[config.mk]
export PLATFORM = sky130hd
export DESIGN_NAME = cdp_clk_pwr
export DESIGN_NICKNAME = d
export VERILOG_FILES = /design/src/cdp_pkg.sv /design/src/cdp_clk_pwr.sv /design/src/cdp_div_cnt.sv
export SDC_FILE = /design/constraint.sdc
export NUM_CORES = 1
export LEC_CHECK = 0
export ABC_CLOCK_PERIOD_IN_PS = 7000
export BUFFER_PORTS_ARGS = -buffer_cell sky130_fd_sc_hd__buf_4
export CORE_AREA = 2 2 137 86
export CTS_CLUSTER_SIZE = 8
export DETAILED_ROUTE_END_ITERATION = 7
export DIE_AREA = 0 0 139 88
export GPL_TIMING_DRIVEN = 0
export PLACE_DENSITY = 0.76
export SETUP_SLACK_MARGIN = 0.4
export SYNTH_ARGS = -nofsm -noshare
export SYNTH_HDL_FRONTEND = slang
export SYNTH_SLANG_ARGS = --single-unit
[constraint.sdc]
create_clock -name core_clk -period 7 [get_ports core_clk]
set_clock_uncertainty 0.1 [all_clocks]
set_input_delay 0.35 -clock core_clk [delete_from_list [all_inputs] [get_ports core_clk]]
set_output_delay 0.35 -clock core_clk [all_outputs]
set_load 0.01 [all_outputs]
[src/cdp_pkg.sv]
// Constants, register map and types for the clock divider and power control
package cdp_pkg;
    // Register bus widths
    localparam int unsigned ADDR_W = 13;
    localparam int unsigned DATA_W = 8;

    // Register offsets
    localparam logic [12:0] REG_SYNC_CTRL  = 13'h109; // Divider alignment
    localparam logic [12:0] REG_DIV_RATIO  = 13'h10b; // Divide ratio minus one
    localparam logic [12:0] REG_PWR_MODE   = 13'h008; // Power state request
    localparam logic [12:0] REG_DCS_CTRL   = 13'h009; // Stabilizer enable
    localparam logic [12:0] REG_STATUS     = 13'h00a; // Read-only state

    // Reset values
    localparam logic [7:0] SYNC_CTRL_RST = 8'h00;
    localparam logic [7:0] DIV_RATIO_RST = 8'h00; // Divide by one
    localparam logic [7:0] PWR_MODE_RST  = 8'h00; // Normal operation
    localparam logic [7:0] DCS_CTRL_RST  = 8'h01; // Stabilizer on

    // Field positions
    localparam int unsigned SYNC_EN_BIT   = 0; // Alignment enabled
    localparam int unsigned SYNC_ONCE_BIT = 1; // Only first pulse after write
    localparam int unsigned DCS_EN_BIT    = 0;
    localparam int unsigned DIV_LSB       = 0;
    localparam int unsigned DIV_W         = 3; // Ratios 1 to 8
    localparam int unsigned PWR_LSB       = 0;
    localparam int unsigned PWR_W         = 2;
    localparam int unsigned ST_OFF_BIT    = 0;
    localparam int unsigned ST_STBY_BIT   = 1;
    localparam int unsigned ST_LOCK_BIT   = 2;
    localparam int unsigned ST_REFI_BIT   = 3;
    localparam int unsigned ST_ARMED_BIT  = 4;

    // Power mode request codes
    localparam logic [1:0] PWR_REQ_RUN  = 2'h0;
    localparam logic [1:0] PWR_REQ_OFF  = 2'h1;
    localparam logic [1:0] PWR_REQ_STBY = 2'h2;

    // Timing
    localparam int unsigned CLK_PERIOD_NS     = 50;   // core_clk, 20 MHz
    localparam int unsigned DCS_RELOCK_MIN_NS = 1500; // Least relock wait
    localparam int unsigned DCS_RELOCK_CYC    =
        (DCS_RELOCK_MIN_NS + CLK_PERIOD_NS - 1) / CLK_PERIOD_NS;
    localparam int unsigned DCS_SLOW_MHZ      = 20;   // Loop lower limit

    // Power states
    typedef enum logic [2:0] {
        PS_RUN  = 3'b001,
        PS_STBY = 3'b010,
        PS_OFF  = 3'b100
    } cdp_pwr_state_t;
endpackage

[src/cdp_clk_pwr.sv]
// Clock divider, alignment, duty-cycle stabilizer and power-state control
`timescale 1ns/10ps
//
// Overview of operation
// - Divide sample clock by one to eight
// - Alignment pulse input can realign divider
// - Two bits pick every-pulse or first-after-write
// - Accepted pulse returns divider to initial state
// - Shared pulse aligns sampling across converters
// - Stabilizer regenerates falling edge, half period
// - Stabilizer loop idle for too-slow clocks
// - Power-down by register setting or pin
// - Output drivers high impedance while powered down
// - Pin low returns device to normal when the register requests run
// - Power-down stops reference, buffer, bias, clock
// - Register standby keeps reference circuitry powered
// - Sense pin level selects internal or external
// - Sample taken on internal clock rising edge
module cdp_clk_pwr
    import cdp_pkg::*;
#(
    parameter int unsigned PER_W      = 8,   // Period counter width
    parameter int unsigned SLOW_LIMIT = 200  // Longest period the loop serves
) (
    input  wire logic              core_clk,
    input  wire logic              arst_n,
    input  wire logic              sample_clk_in,   // Incoming sample clock
    input  wire logic              sync_in,         // Divider alignment pin
    input  wire logic              power_down_pin,  // High requests power-down
    input  wire logic              sense_at_supply, // Sense at analog_supply
    input  wire logic              reg_wr_en,       // Register write strobe
    input  wire logic              reg_rd_en,       // Register read strobe
    input  wire logic [ADDR_W-1:0] reg_addr,
    input  wire logic [DATA_W-1:0] reg_wdata,
    output logic      [DATA_W-1:0] reg_rdata_q,     // Read data
    output logic                   int_clk_q,       // Internal sample clock
    output logic                   sample_q,        // Sample strobe
    output logic                   out_drv_oe_q,    // Output drivers enabled
    output logic                   ref_on_q,        // Reference powered
    output logic                   ref_buf_on_q,    // Reference buffer powered
    output logic                   bias_on_q,       // Bias networks powered
    output logic                   ref_internal_q,  // Internal 1.0 V in use
    output logic                   dcs_locked_q     // Stabilizer locked
);
    // Elaboration check: the period counter must hold the slow limit
    if (PER_W < 4 || PER_W > 12 || SLOW_LIMIT >= (1 << PER_W) ||
        SLOW_LIMIT < 2) begin : g_bad_param
        $error("cdp_clk_pwr: bad period counter parameters");
    end

    // Pin synchronisers: two flops each; edge history flops for the sample clock and alignment pin only
    logic [1:0] sclk_sync_q;
    logic [1:0] sync_sync_q;
    logic [1:0] pd_sync_q;
    logic [1:0] sense_sync_q;
    logic       sclk_prev_q;
    logic       sync_prev_q;

    always_ff @(posedge core_clk or negedge arst_n) begin
        if (!arst_n) begin
            sclk_sync_q  <= 2'h0;
            sync_sync_q  <= 2'h0;
            pd_sync_q    <= 2'h0;
            sense_sync_q <= 2'h0;
            sclk_prev_q  <= 1'b0;
            sync_prev_q  <= 1'b0;
        end else begin
            sclk_sync_q  <= {sclk_sync_q[0], sample_clk_in};
            sync_sync_q  <= {sync_sync_q[0], sync_in};
            pd_sync_q    <= {pd_sync_q[0], power_down_pin};
            sense_sync_q <= {sense_sync_q[0], sense_at_supply};
            sclk_prev_q  <= sclk_sync_q[1];
            sync_prev_q  <= sync_sync_q[1];
        end
    end

    logic sclk_lvl;
    logic sclk_rise;
    logic sclk_fall;
    logic sync_rise;
    assign sclk_lvl  = sclk_sync_q[1];
    assign sclk_rise = sclk_lvl && !sclk_prev_q;
    assign sclk_fall = !sclk_lvl && sclk_prev_q;
    assign sync_rise = sync_sync_q[1] && !sync_prev_q;

    // Register file state
    logic [7:0] sync_ctrl_q, sync_ctrl_d;
    logic [7:0] div_ratio_q, div_ratio_d;
    logic [7:0] pwr_mode_q,  pwr_mode_d;
    logic [7:0] dcs_ctrl_q,  dcs_ctrl_d;
    logic       armed_q,     armed_d;     // One-shot alignment armed
    logic [7:0] rdata_d;
    logic       sync_accept;
    logic       wr_sync;

    logic [2:0] status;
    cdp_pwr_state_t ps_q, ps_d;

    // Alignment acceptance by mode bits
    always_comb begin
        wr_sync     = reg_wr_en && (reg_addr == REG_SYNC_CTRL);
        sync_accept = 1'b0;
        if (sync_rise && sync_ctrl_q[SYNC_EN_BIT]) begin
            // Every pulse, or only the first after the last write
            sync_accept = !sync_ctrl_q[SYNC_ONCE_BIT] || armed_q;
        end
    end

    // Register writes, arming and read mux
    always_comb begin
        sync_ctrl_d = sync_ctrl_q;
        div_ratio_d = div_ratio_q;
        pwr_mode_d  = pwr_mode_q;
        dcs_ctrl_d  = dcs_ctrl_q;
        armed_d     = armed_q;
        rdata_d     = reg_rdata_q;
        // A used one-shot disarms
        if (sync_accept && sync_ctrl_q[SYNC_ONCE_BIT]) begin
            armed_d = 1'b0;
        end
        // A write arms again; wins over a same-cycle disarm
        if (wr_sync) begin
            armed_d = 1'b1;
        end
        if (reg_wr_en) begin
            unique case (reg_addr)
                REG_SYNC_CTRL: sync_ctrl_d = reg_wdata;
                REG_DIV_RATIO: div_ratio_d = reg_wdata;
                REG_PWR_MODE:  pwr_mode_d  = reg_wdata;
                REG_DCS_CTRL:  dcs_ctrl_d  = reg_wdata;
                default: ;
            endcase
        end
        if (reg_rd_en) begin
            unique case (reg_addr)
                REG_SYNC_CTRL: rdata_d = sync_ctrl_q;
                REG_DIV_RATIO: rdata_d = div_ratio_q;
                REG_PWR_MODE:  rdata_d = pwr_mode_q;
                REG_DCS_CTRL:  rdata_d = dcs_ctrl_q;
                REG_STATUS: begin
                    rdata_d = 8'h00;
                    rdata_d[ST_OFF_BIT]   = status[0];
                    rdata_d[ST_STBY_BIT]  = status[1];
                    rdata_d[ST_LOCK_BIT]  = status[2];
                    rdata_d[ST_REFI_BIT]  = ref_internal_q;
                    rdata_d[ST_ARMED_BIT] = armed_q;
                end
                // Unmapped addresses read as zero
                default: rdata_d = 8'h00;
            endcase
        end
    end

    always_ff @(posedge core_clk or negedge arst_n) begin
        if (!arst_n) begin
            sync_ctrl_q <= SYNC_CTRL_RST;
            div_ratio_q <= DIV_RATIO_RST;
            pwr_mode_q  <= PWR_MODE_RST;
            dcs_ctrl_q  <= DCS_CTRL_RST;
            armed_q     <= 1'b0;
            reg_rdata_q <= 8'h00;
        end else begin
            sync_ctrl_q <= sync_ctrl_d;
            div_ratio_q <= div_ratio_d;
            pwr_mode_q  <= pwr_mode_d;
            dcs_ctrl_q  <= dcs_ctrl_d;
            armed_q     <= armed_d;
            reg_rdata_q <= rdata_d;
        end
    end

    // Power state: pin or register enters off, register alone standby
    always_comb begin
        ps_d = PS_RUN; // Pin low and no request: normal
        if (pd_sync_q[1] ||
            pwr_mode_q[PWR_LSB +: PWR_W] == PWR_REQ_OFF) begin
            ps_d = PS_OFF;
        end else if (pwr_mode_q[PWR_LSB +: PWR_W] == PWR_REQ_STBY) begin
            ps_d = PS_STBY;
        end
    end

    always_ff @(posedge core_clk or negedge arst_n) begin
        if (!arst_n) begin
            ps_q <= PS_RUN;
        end else begin
            ps_q <= ps_d;
        end
    end

    logic running;
    assign running = (ps_q == PS_RUN);

    // Divider counter; alignment pulse forces initial state
    logic             div_start;
    logic [DIV_W-1:0] div_cnt;

    cdp_div_cnt #(
        .W (DIV_W)
    ) u_div (
        .core_clk (core_clk),
        .arst_n   (arst_n),
        .advance  (sclk_rise && running),
        .realign  (sync_accept),
        .ratio_m1 (div_ratio_q[DIV_LSB +: DIV_W]),
        .start    (div_start),
        .cnt_q    (div_cnt)
    );

    // Stabilizer: measure input period, hold half the divided period
    logic [PER_W-1:0]   per_cnt_q,  per_cnt_d;  // Cycles since last rise
    logic [PER_W-1:0]   per_q,      per_d;      // Last measured period
    logic [PER_W+2:0]   half_q,     half_d;     // Half divided period
    logic [PER_W+2:0]   hi_cnt_q,   hi_cnt_d;   // Cycles since divided rise
    logic [5:0]         lock_cnt_q, lock_cnt_d; // Stable cycles
    logic               locked_d;
    logic               loop_ok;
    logic               int_clk_d;

    always_comb begin
        per_cnt_d  = per_cnt_q;
        per_d      = per_q;
        lock_cnt_d = lock_cnt_q;
        // Period counter saturates when the clock is slow or stopped
        if (sclk_rise) begin
            per_cnt_d = PER_W'(1);
            per_d     = per_cnt_q;
        end else if (per_cnt_q != '1) begin
            per_cnt_d = per_cnt_q + PER_W'(1);
        end
        // Loop only serves clocks fast enough to be tracked
        loop_ok = (per_q <= PER_W'(SLOW_LIMIT)) &&
                  (per_cnt_q <= PER_W'(SLOW_LIMIT));
        // Any period change restarts the relock wait
        if (sclk_rise && per_cnt_q != per_q) begin
            lock_cnt_d = 6'h00;
        end else if (lock_cnt_q != 6'(DCS_RELOCK_CYC)) begin
            lock_cnt_d = lock_cnt_q + 6'h01;
        end
        locked_d = loop_ok && running && dcs_ctrl_q[DCS_EN_BIT] &&
                   (lock_cnt_d == 6'(DCS_RELOCK_CYC));
        half_d = ({3'h0, per_q} *
                  ({{PER_W{1'b0}}, div_ratio_q[DIV_LSB +: DIV_W]} +
                   (PER_W+3)'(1))) >> 1;
    end

    // Internal clock edges
    always_comb begin
        hi_cnt_d  = hi_cnt_q;
        int_clk_d = int_clk_q;
        if (!running) begin
            int_clk_d = 1'b0; // Clock stopped off and in standby
            hi_cnt_d  = '0;
        end else if (div_start) begin
            int_clk_d = 1'b1; // Rising edge is the input's own
            hi_cnt_d  = (PER_W+3)'(1);
        end else if (int_clk_q) begin
            hi_cnt_d = hi_cnt_q + (PER_W+3)'(1);
            if (dcs_locked_q) begin
                // Regenerated falling edge at half the period
                if (hi_cnt_q >= half_q) begin
                    int_clk_d = 1'b0;
                end
            end else if (sclk_fall && div_cnt == '0) begin
                // Loop idle: the input's own falling edge ends the high
                int_clk_d = 1'b0;
            end else if (sclk_fall &&
                         div_ratio_q[DIV_LSB +: DIV_W] == '0) begin
                int_clk_d = 1'b0;
            end
        end
    end

    always_ff @(posedge core_clk or negedge arst_n) begin
        if (!arst_n) begin
            per_cnt_q    <= '0;
            per_q        <= '1;
            half_q       <= '0;
            hi_cnt_q     <= '0;
            lock_cnt_q   <= 6'h00;
            dcs_locked_q <= 1'b0;
            int_clk_q    <= 1'b0;
        end else begin
            per_cnt_q    <= per_cnt_d;
            per_q        <= per_d;
            half_q       <= half_d;
            hi_cnt_q     <= hi_cnt_d;
            lock_cnt_q   <= lock_cnt_d;
            dcs_locked_q <= locked_d;
            int_clk_q    <= int_clk_d;
        end
    end

    // Status bits for the read mux
    assign status = {dcs_locked_q, ps_q == PS_STBY, ps_q == PS_OFF};

    // Power enables, sample strobe and reference selection
    always_ff @(posedge core_clk or negedge arst_n) begin
        if (!arst_n) begin
            sample_q       <= 1'b0;
            out_drv_oe_q   <= 1'b0;
            ref_on_q       <= 1'b0;
            ref_buf_on_q   <= 1'b0;
            bias_on_q      <= 1'b0;
            ref_internal_q <= 1'b0;
        end else begin
            sample_q       <= div_start;
            out_drv_oe_q   <= (ps_d != PS_OFF);
            ref_on_q       <= (ps_d != PS_OFF);
            ref_buf_on_q   <= (ps_d == PS_RUN);
            bias_on_q      <= (ps_d == PS_RUN);
            ref_internal_q <= !sense_sync_q[1];
        end
    end
endmodule

[src/cdp_div_cnt.sv]
// Realignable divider counter for the incoming sample clock
`timescale 1ns/10ps
module cdp_div_cnt #(
    parameter int unsigned W = 3
) (
    input  wire logic         core_clk,
    input  wire logic         arst_n,
    input  wire logic         advance,   // Sample clock rising edge seen
    input  wire logic         realign,   // Accepted alignment pulse
    input  wire logic [W-1:0] ratio_m1,  // Divide ratio minus one
    output logic              start,     // This edge opens a divided period
    output logic [W-1:0]      cnt_q      // Position inside the period
);
    logic [W-1:0] cnt_d;
    logic [W-1:0] base;

    // Next count; realignment forces the initial state
    always_comb begin
        base  = realign ? '0 : cnt_q;
        start = advance && (base == '0);
        cnt_d = base;
        if (advance) begin
            cnt_d = (base == ratio_m1) ? '0 : base + W'(1);
        end
    end

    // Count register
    always_ff @(posedge core_clk or negedge arst_n) begin
        if (!arst_n) begin
            cnt_q <= '0;
        end else begin
            cnt_q <= cnt_d;
        end
    end
endmodule

==> impl_metrics.ini <==
[detailed_routing]
vias = 4285
dr.pass1.iters = 5
antenna_left = 0
drtIter0Drc = 283
vias_per_cell = 5.57
drcViolationCount = 0
wirelength_mm = 12.9
post_drt_wl_per_cell_um = 16.7

[logic_synthesis]
synthFlopType = dfrtp_1
synth_cell_types = 61
ys_warn_count = 0
syn-cell-area_um2 = 5870
synth_edf_count = 0
ys_seq_area_share_pct = 45.4
syn_nets = 635
syn_avg_cell_area_um2 = 10.5
synthArstFlopShare_pct = 100
synth_cells = 561
ys_ff_latch = 106

[clock_network]
postCtsSetupBuffers = 0
cts_tree = done
hold_buffers = 4
clock_sinks = 106
cts_buffers = 9
cts_root_buffer = clkbuf_16
path_clk_slew_ps = 70
cts-htree-levels = 3
post_cts_resize_count = 0
clock_latency_ps = 350
clock_path_buffers = 2

[grt]
gr-total-overflow = 0
grt_max_degree = 107
grt_pass1_wl_mm = 21.2
antenna_found_initial = 0
grt_use_total_pct = 22.0
grt_pass1_vias = 4239

[power_and_ir_drop]
power.switching_uw = 458
clkPwrFrac_pct = 34.2
intPower_mw = 1.08
pwr-share-seq_pct = 47.7
power_mw = 1.54
power_density_nw_per_um2 = 228
p_comb_share_pct = 18.1
p_leak_nw = 3.29
swShare_pct = 29.7
peakVddDrop_uv = 204

[placed_design]
place_congestion = 0.847
dpl.hpwl_mm = 9.33
post-place-cells = 747
port-buffer-count = 42

[timing]
slew_headroom_pct = 47.8
tightest_slew_ps = 776
period_minus_slack_ps = 4260
setup_tns_ps = 0
grt_setup_unrepaired = false
clock.fmax_mhz = 235
maxSlewViolCount = 0
hold_slack_ps = 142
hold_viol = 0
setup_viol = 0
post-route-period-util_pct = 60.9

[setup_path]
rr_worst_depth = 12
crit_fanout = 9
critPathCaptureType = flip-flop
required_ps = 7160
cpMaxStageDelayCell = nor3_1
slowest_delay_ps = 670
r2r-end = half_q[8]$_DFF_PN0_
crit_chain = inv_1 > nor3_1 > nand2_1 > fa_1 > inv_1 > fa_1 > ha_1 > a21o_1 > a211oi_1 > nor2_1 > o41ai_1 > xnor2_1
regToRegStartpoint = div_ratio_q[0]$_DFFE_PN0P_
cp.arrival_ps = 4430
reg2reg_slack_ps = 2740
critPathLaunchType = flip-flop
crit_type = reg2reg

[floorplan]
fp.dieW_um = 139
rows = 30
die_y_um = 88
core-area_um2 = 11000
initial_core_util_pct = 53.6
dieArea_um2 = 12200
pin_count = 45

[hold_path]
min_delay_path_depth = 3
min_from = reg_wdata[2]
hp-class = in2reg
min_to = div_ratio_q[2]$_DFFE_PN0P_

[layout]
antenna_cells = 0
nFillCells = 899
fin_cells = 769
seq_area_um2 = 2670
final_net_count = 694
synthToLayoutAreaGrowth_pct = 15.1
multi_input_comb_area_um2 = 2930
drive_above_1_share_pct = 17.6

[status]
outcome = finished clean

[flow_run]
cap_violations = 0
## stage by stage
stage	util, %	area (µm²)	setup slack (ps)
2_1_floorplan	-	5870	3450
3_3_place_gp	58.1	6360	2970
3_5_place_dp	58.1	6360	2750
4_1_cts	61.3	6720	2750
5_1_grt	61.6	6760	2420
6_report	61.6	6760	2740
## worst max-delay path: cells and delay by family, from the launching register on
kind,cells,cell delay [ps]
AOI/OAI and AO/OA,3,790
xor gates and xnor gates,1,170
adders and majority gates,3,1370
buffers and inverters,2,250
DFF,1,530
and+or+nand+nor,3,950
## logic make-up (layout without fill, tap and decap cells)
family | after synthesis | after routing | share of synthesized area, %
fa+ha+maj | 45 | 45 | 11.1
mux | 40 | 40 | 7.74
xor+xnor | 33 | 33 | 4.92
simple gates | 188 | 188 | 16.6
compound gates | 85 | 85 | 9.47
buf+inv | 64 | 128 | 4.69
flops | 106 | 106 | 45.4
## cells in the final DEF (no fill, tap or decap), drive strengths merged, types with 5 or more instances in the layout
cell type,n
dfrtp,96
nand2,55
buf,52
inv,48
nor2,34
ha,33
mux2,31
o21ai,25
and2,24
clkbuf,20
xor2,19
xnor2,14
nor2b,14
a21oi,13
nand3,13
fa,12
dfstp,10
and3,10
mux2i,9
o22ai,7
a31oi,7
a32oi,6
nand2b,5
a221oi,5
dlygate4sd3,5
nor4,5
## cell usage after synthesis, types with 7 or more instances
| cell | number | share of area (%) |
|---|---|---|
| clkbuf_1 | 10 | 0.64 |
| and2_1 | 23 | 2.5 |
| mux2_2 | 19 | 3.6 |
| mux2_1 | 8 | 1.5 |
| xor2_1 | 19 | 2.8 |
| nor2b_1 | 14 | 1.5 |
| dfrtp_1 | 96 | 41 |
| a31oi_1 | 7 | 0.75 |
| dfstp_2 | 10 | 4.5 |
| nand2_1 | 55 | 3.5 |
| and3_1 | 9 | 0.96 |
| o22ai_1 | 7 | 0.75 |
| ha_1 | 33 | 7.0 |
| o21ai_0 | 25 | 2.1 |
| xnor2_1 | 14 | 2.1 |
| nand3_1 | 13 | 1.1 |
| fa_1 | 12 | 4.1 |
| mux2i_1 | 9 | 1.5 |
| nor2_1 | 34 | 2.2 |
| a21oi_1 | 13 | 1.1 |
| inv_1 | 45 | 2.9 |
## layer usage
metal | share of wire, % | wire, µm | track usage (%)
met3 | 5.9 | 758 | 4.54
met5 | 0 | 0 | 0
met2 | 44 | 5680 | 33.2
met4 | 1.1 | 136 | 5.69
met1 | 49 | 6290 | 32.8
## worst max-delay path by stage
stage | from | end
finish | div_ratio_q[0]$_DFFE_PN0P_ | half_q[8]$_DFF_PN0_
detailed placement | div_ratio_q[0]$_DFFE_PN0P_ | half_q[8]$_DFF_PN0_
CTS | div_ratio_q[0]$_DFFE_PN0P_ | half_q[8]$_DFF_PN0_
global route | div_ratio_q[0]$_DFFE_PN0P_ | half_q[8]$_DFF_PN0_
global placement | div_ratio_q[0]$_DFFE_PN0P_ | half_q[9]$_DFF_PN0_
floorplan | div_ratio_q[0]$_DFFE_PN0P_ | half_q[9]$_DFF_PN0_
## sequential cells by signal (all words and copies together), names as in the netlist, 2 cells and up
signal / count
hi_cnt_q: 11
pd_sync_q: 2
per_cnt_q: 8
ps_q: 3
u_div.cnt_q: 3
lock_cnt_q: 6
sense_sync_q: 2
sync_ctrl_q: 8
div_ratio_q: 8
reg_rdata_q: 8
dcs_ctrl_q: 8
pwr_mode_q: 8
per_q: 8
half_q: 10
sclk_sync_q: 2
sync_sync_q: 2
## cell type report
cell class              instances  share of cell area, %
multi-input cells             391                   43.4
clock inverters                 6                   1.06
plain buffers                  19                   1.57
repair buffers                 48                   5.87
well taps                     144                   2.67
inverters                      45                   2.50
flip-flops and latches        106                   39.4
clock buffers                  10                   3.54
## power by group through the flow
stage          Clock (mW)  Sequential (mW)  Combinational (mW)
3_5_place_dp            0            0.741               0.272
5_1_grt             0.557            0.741               0.316
2_1_floorplan           0            0.721               0.193
4_1_cts             0.535            0.730               0.275
6_report            0.527            0.733               0.279
3_3_place_gp            0            0.735               0.251
Power figures use the tool's default switching activity.
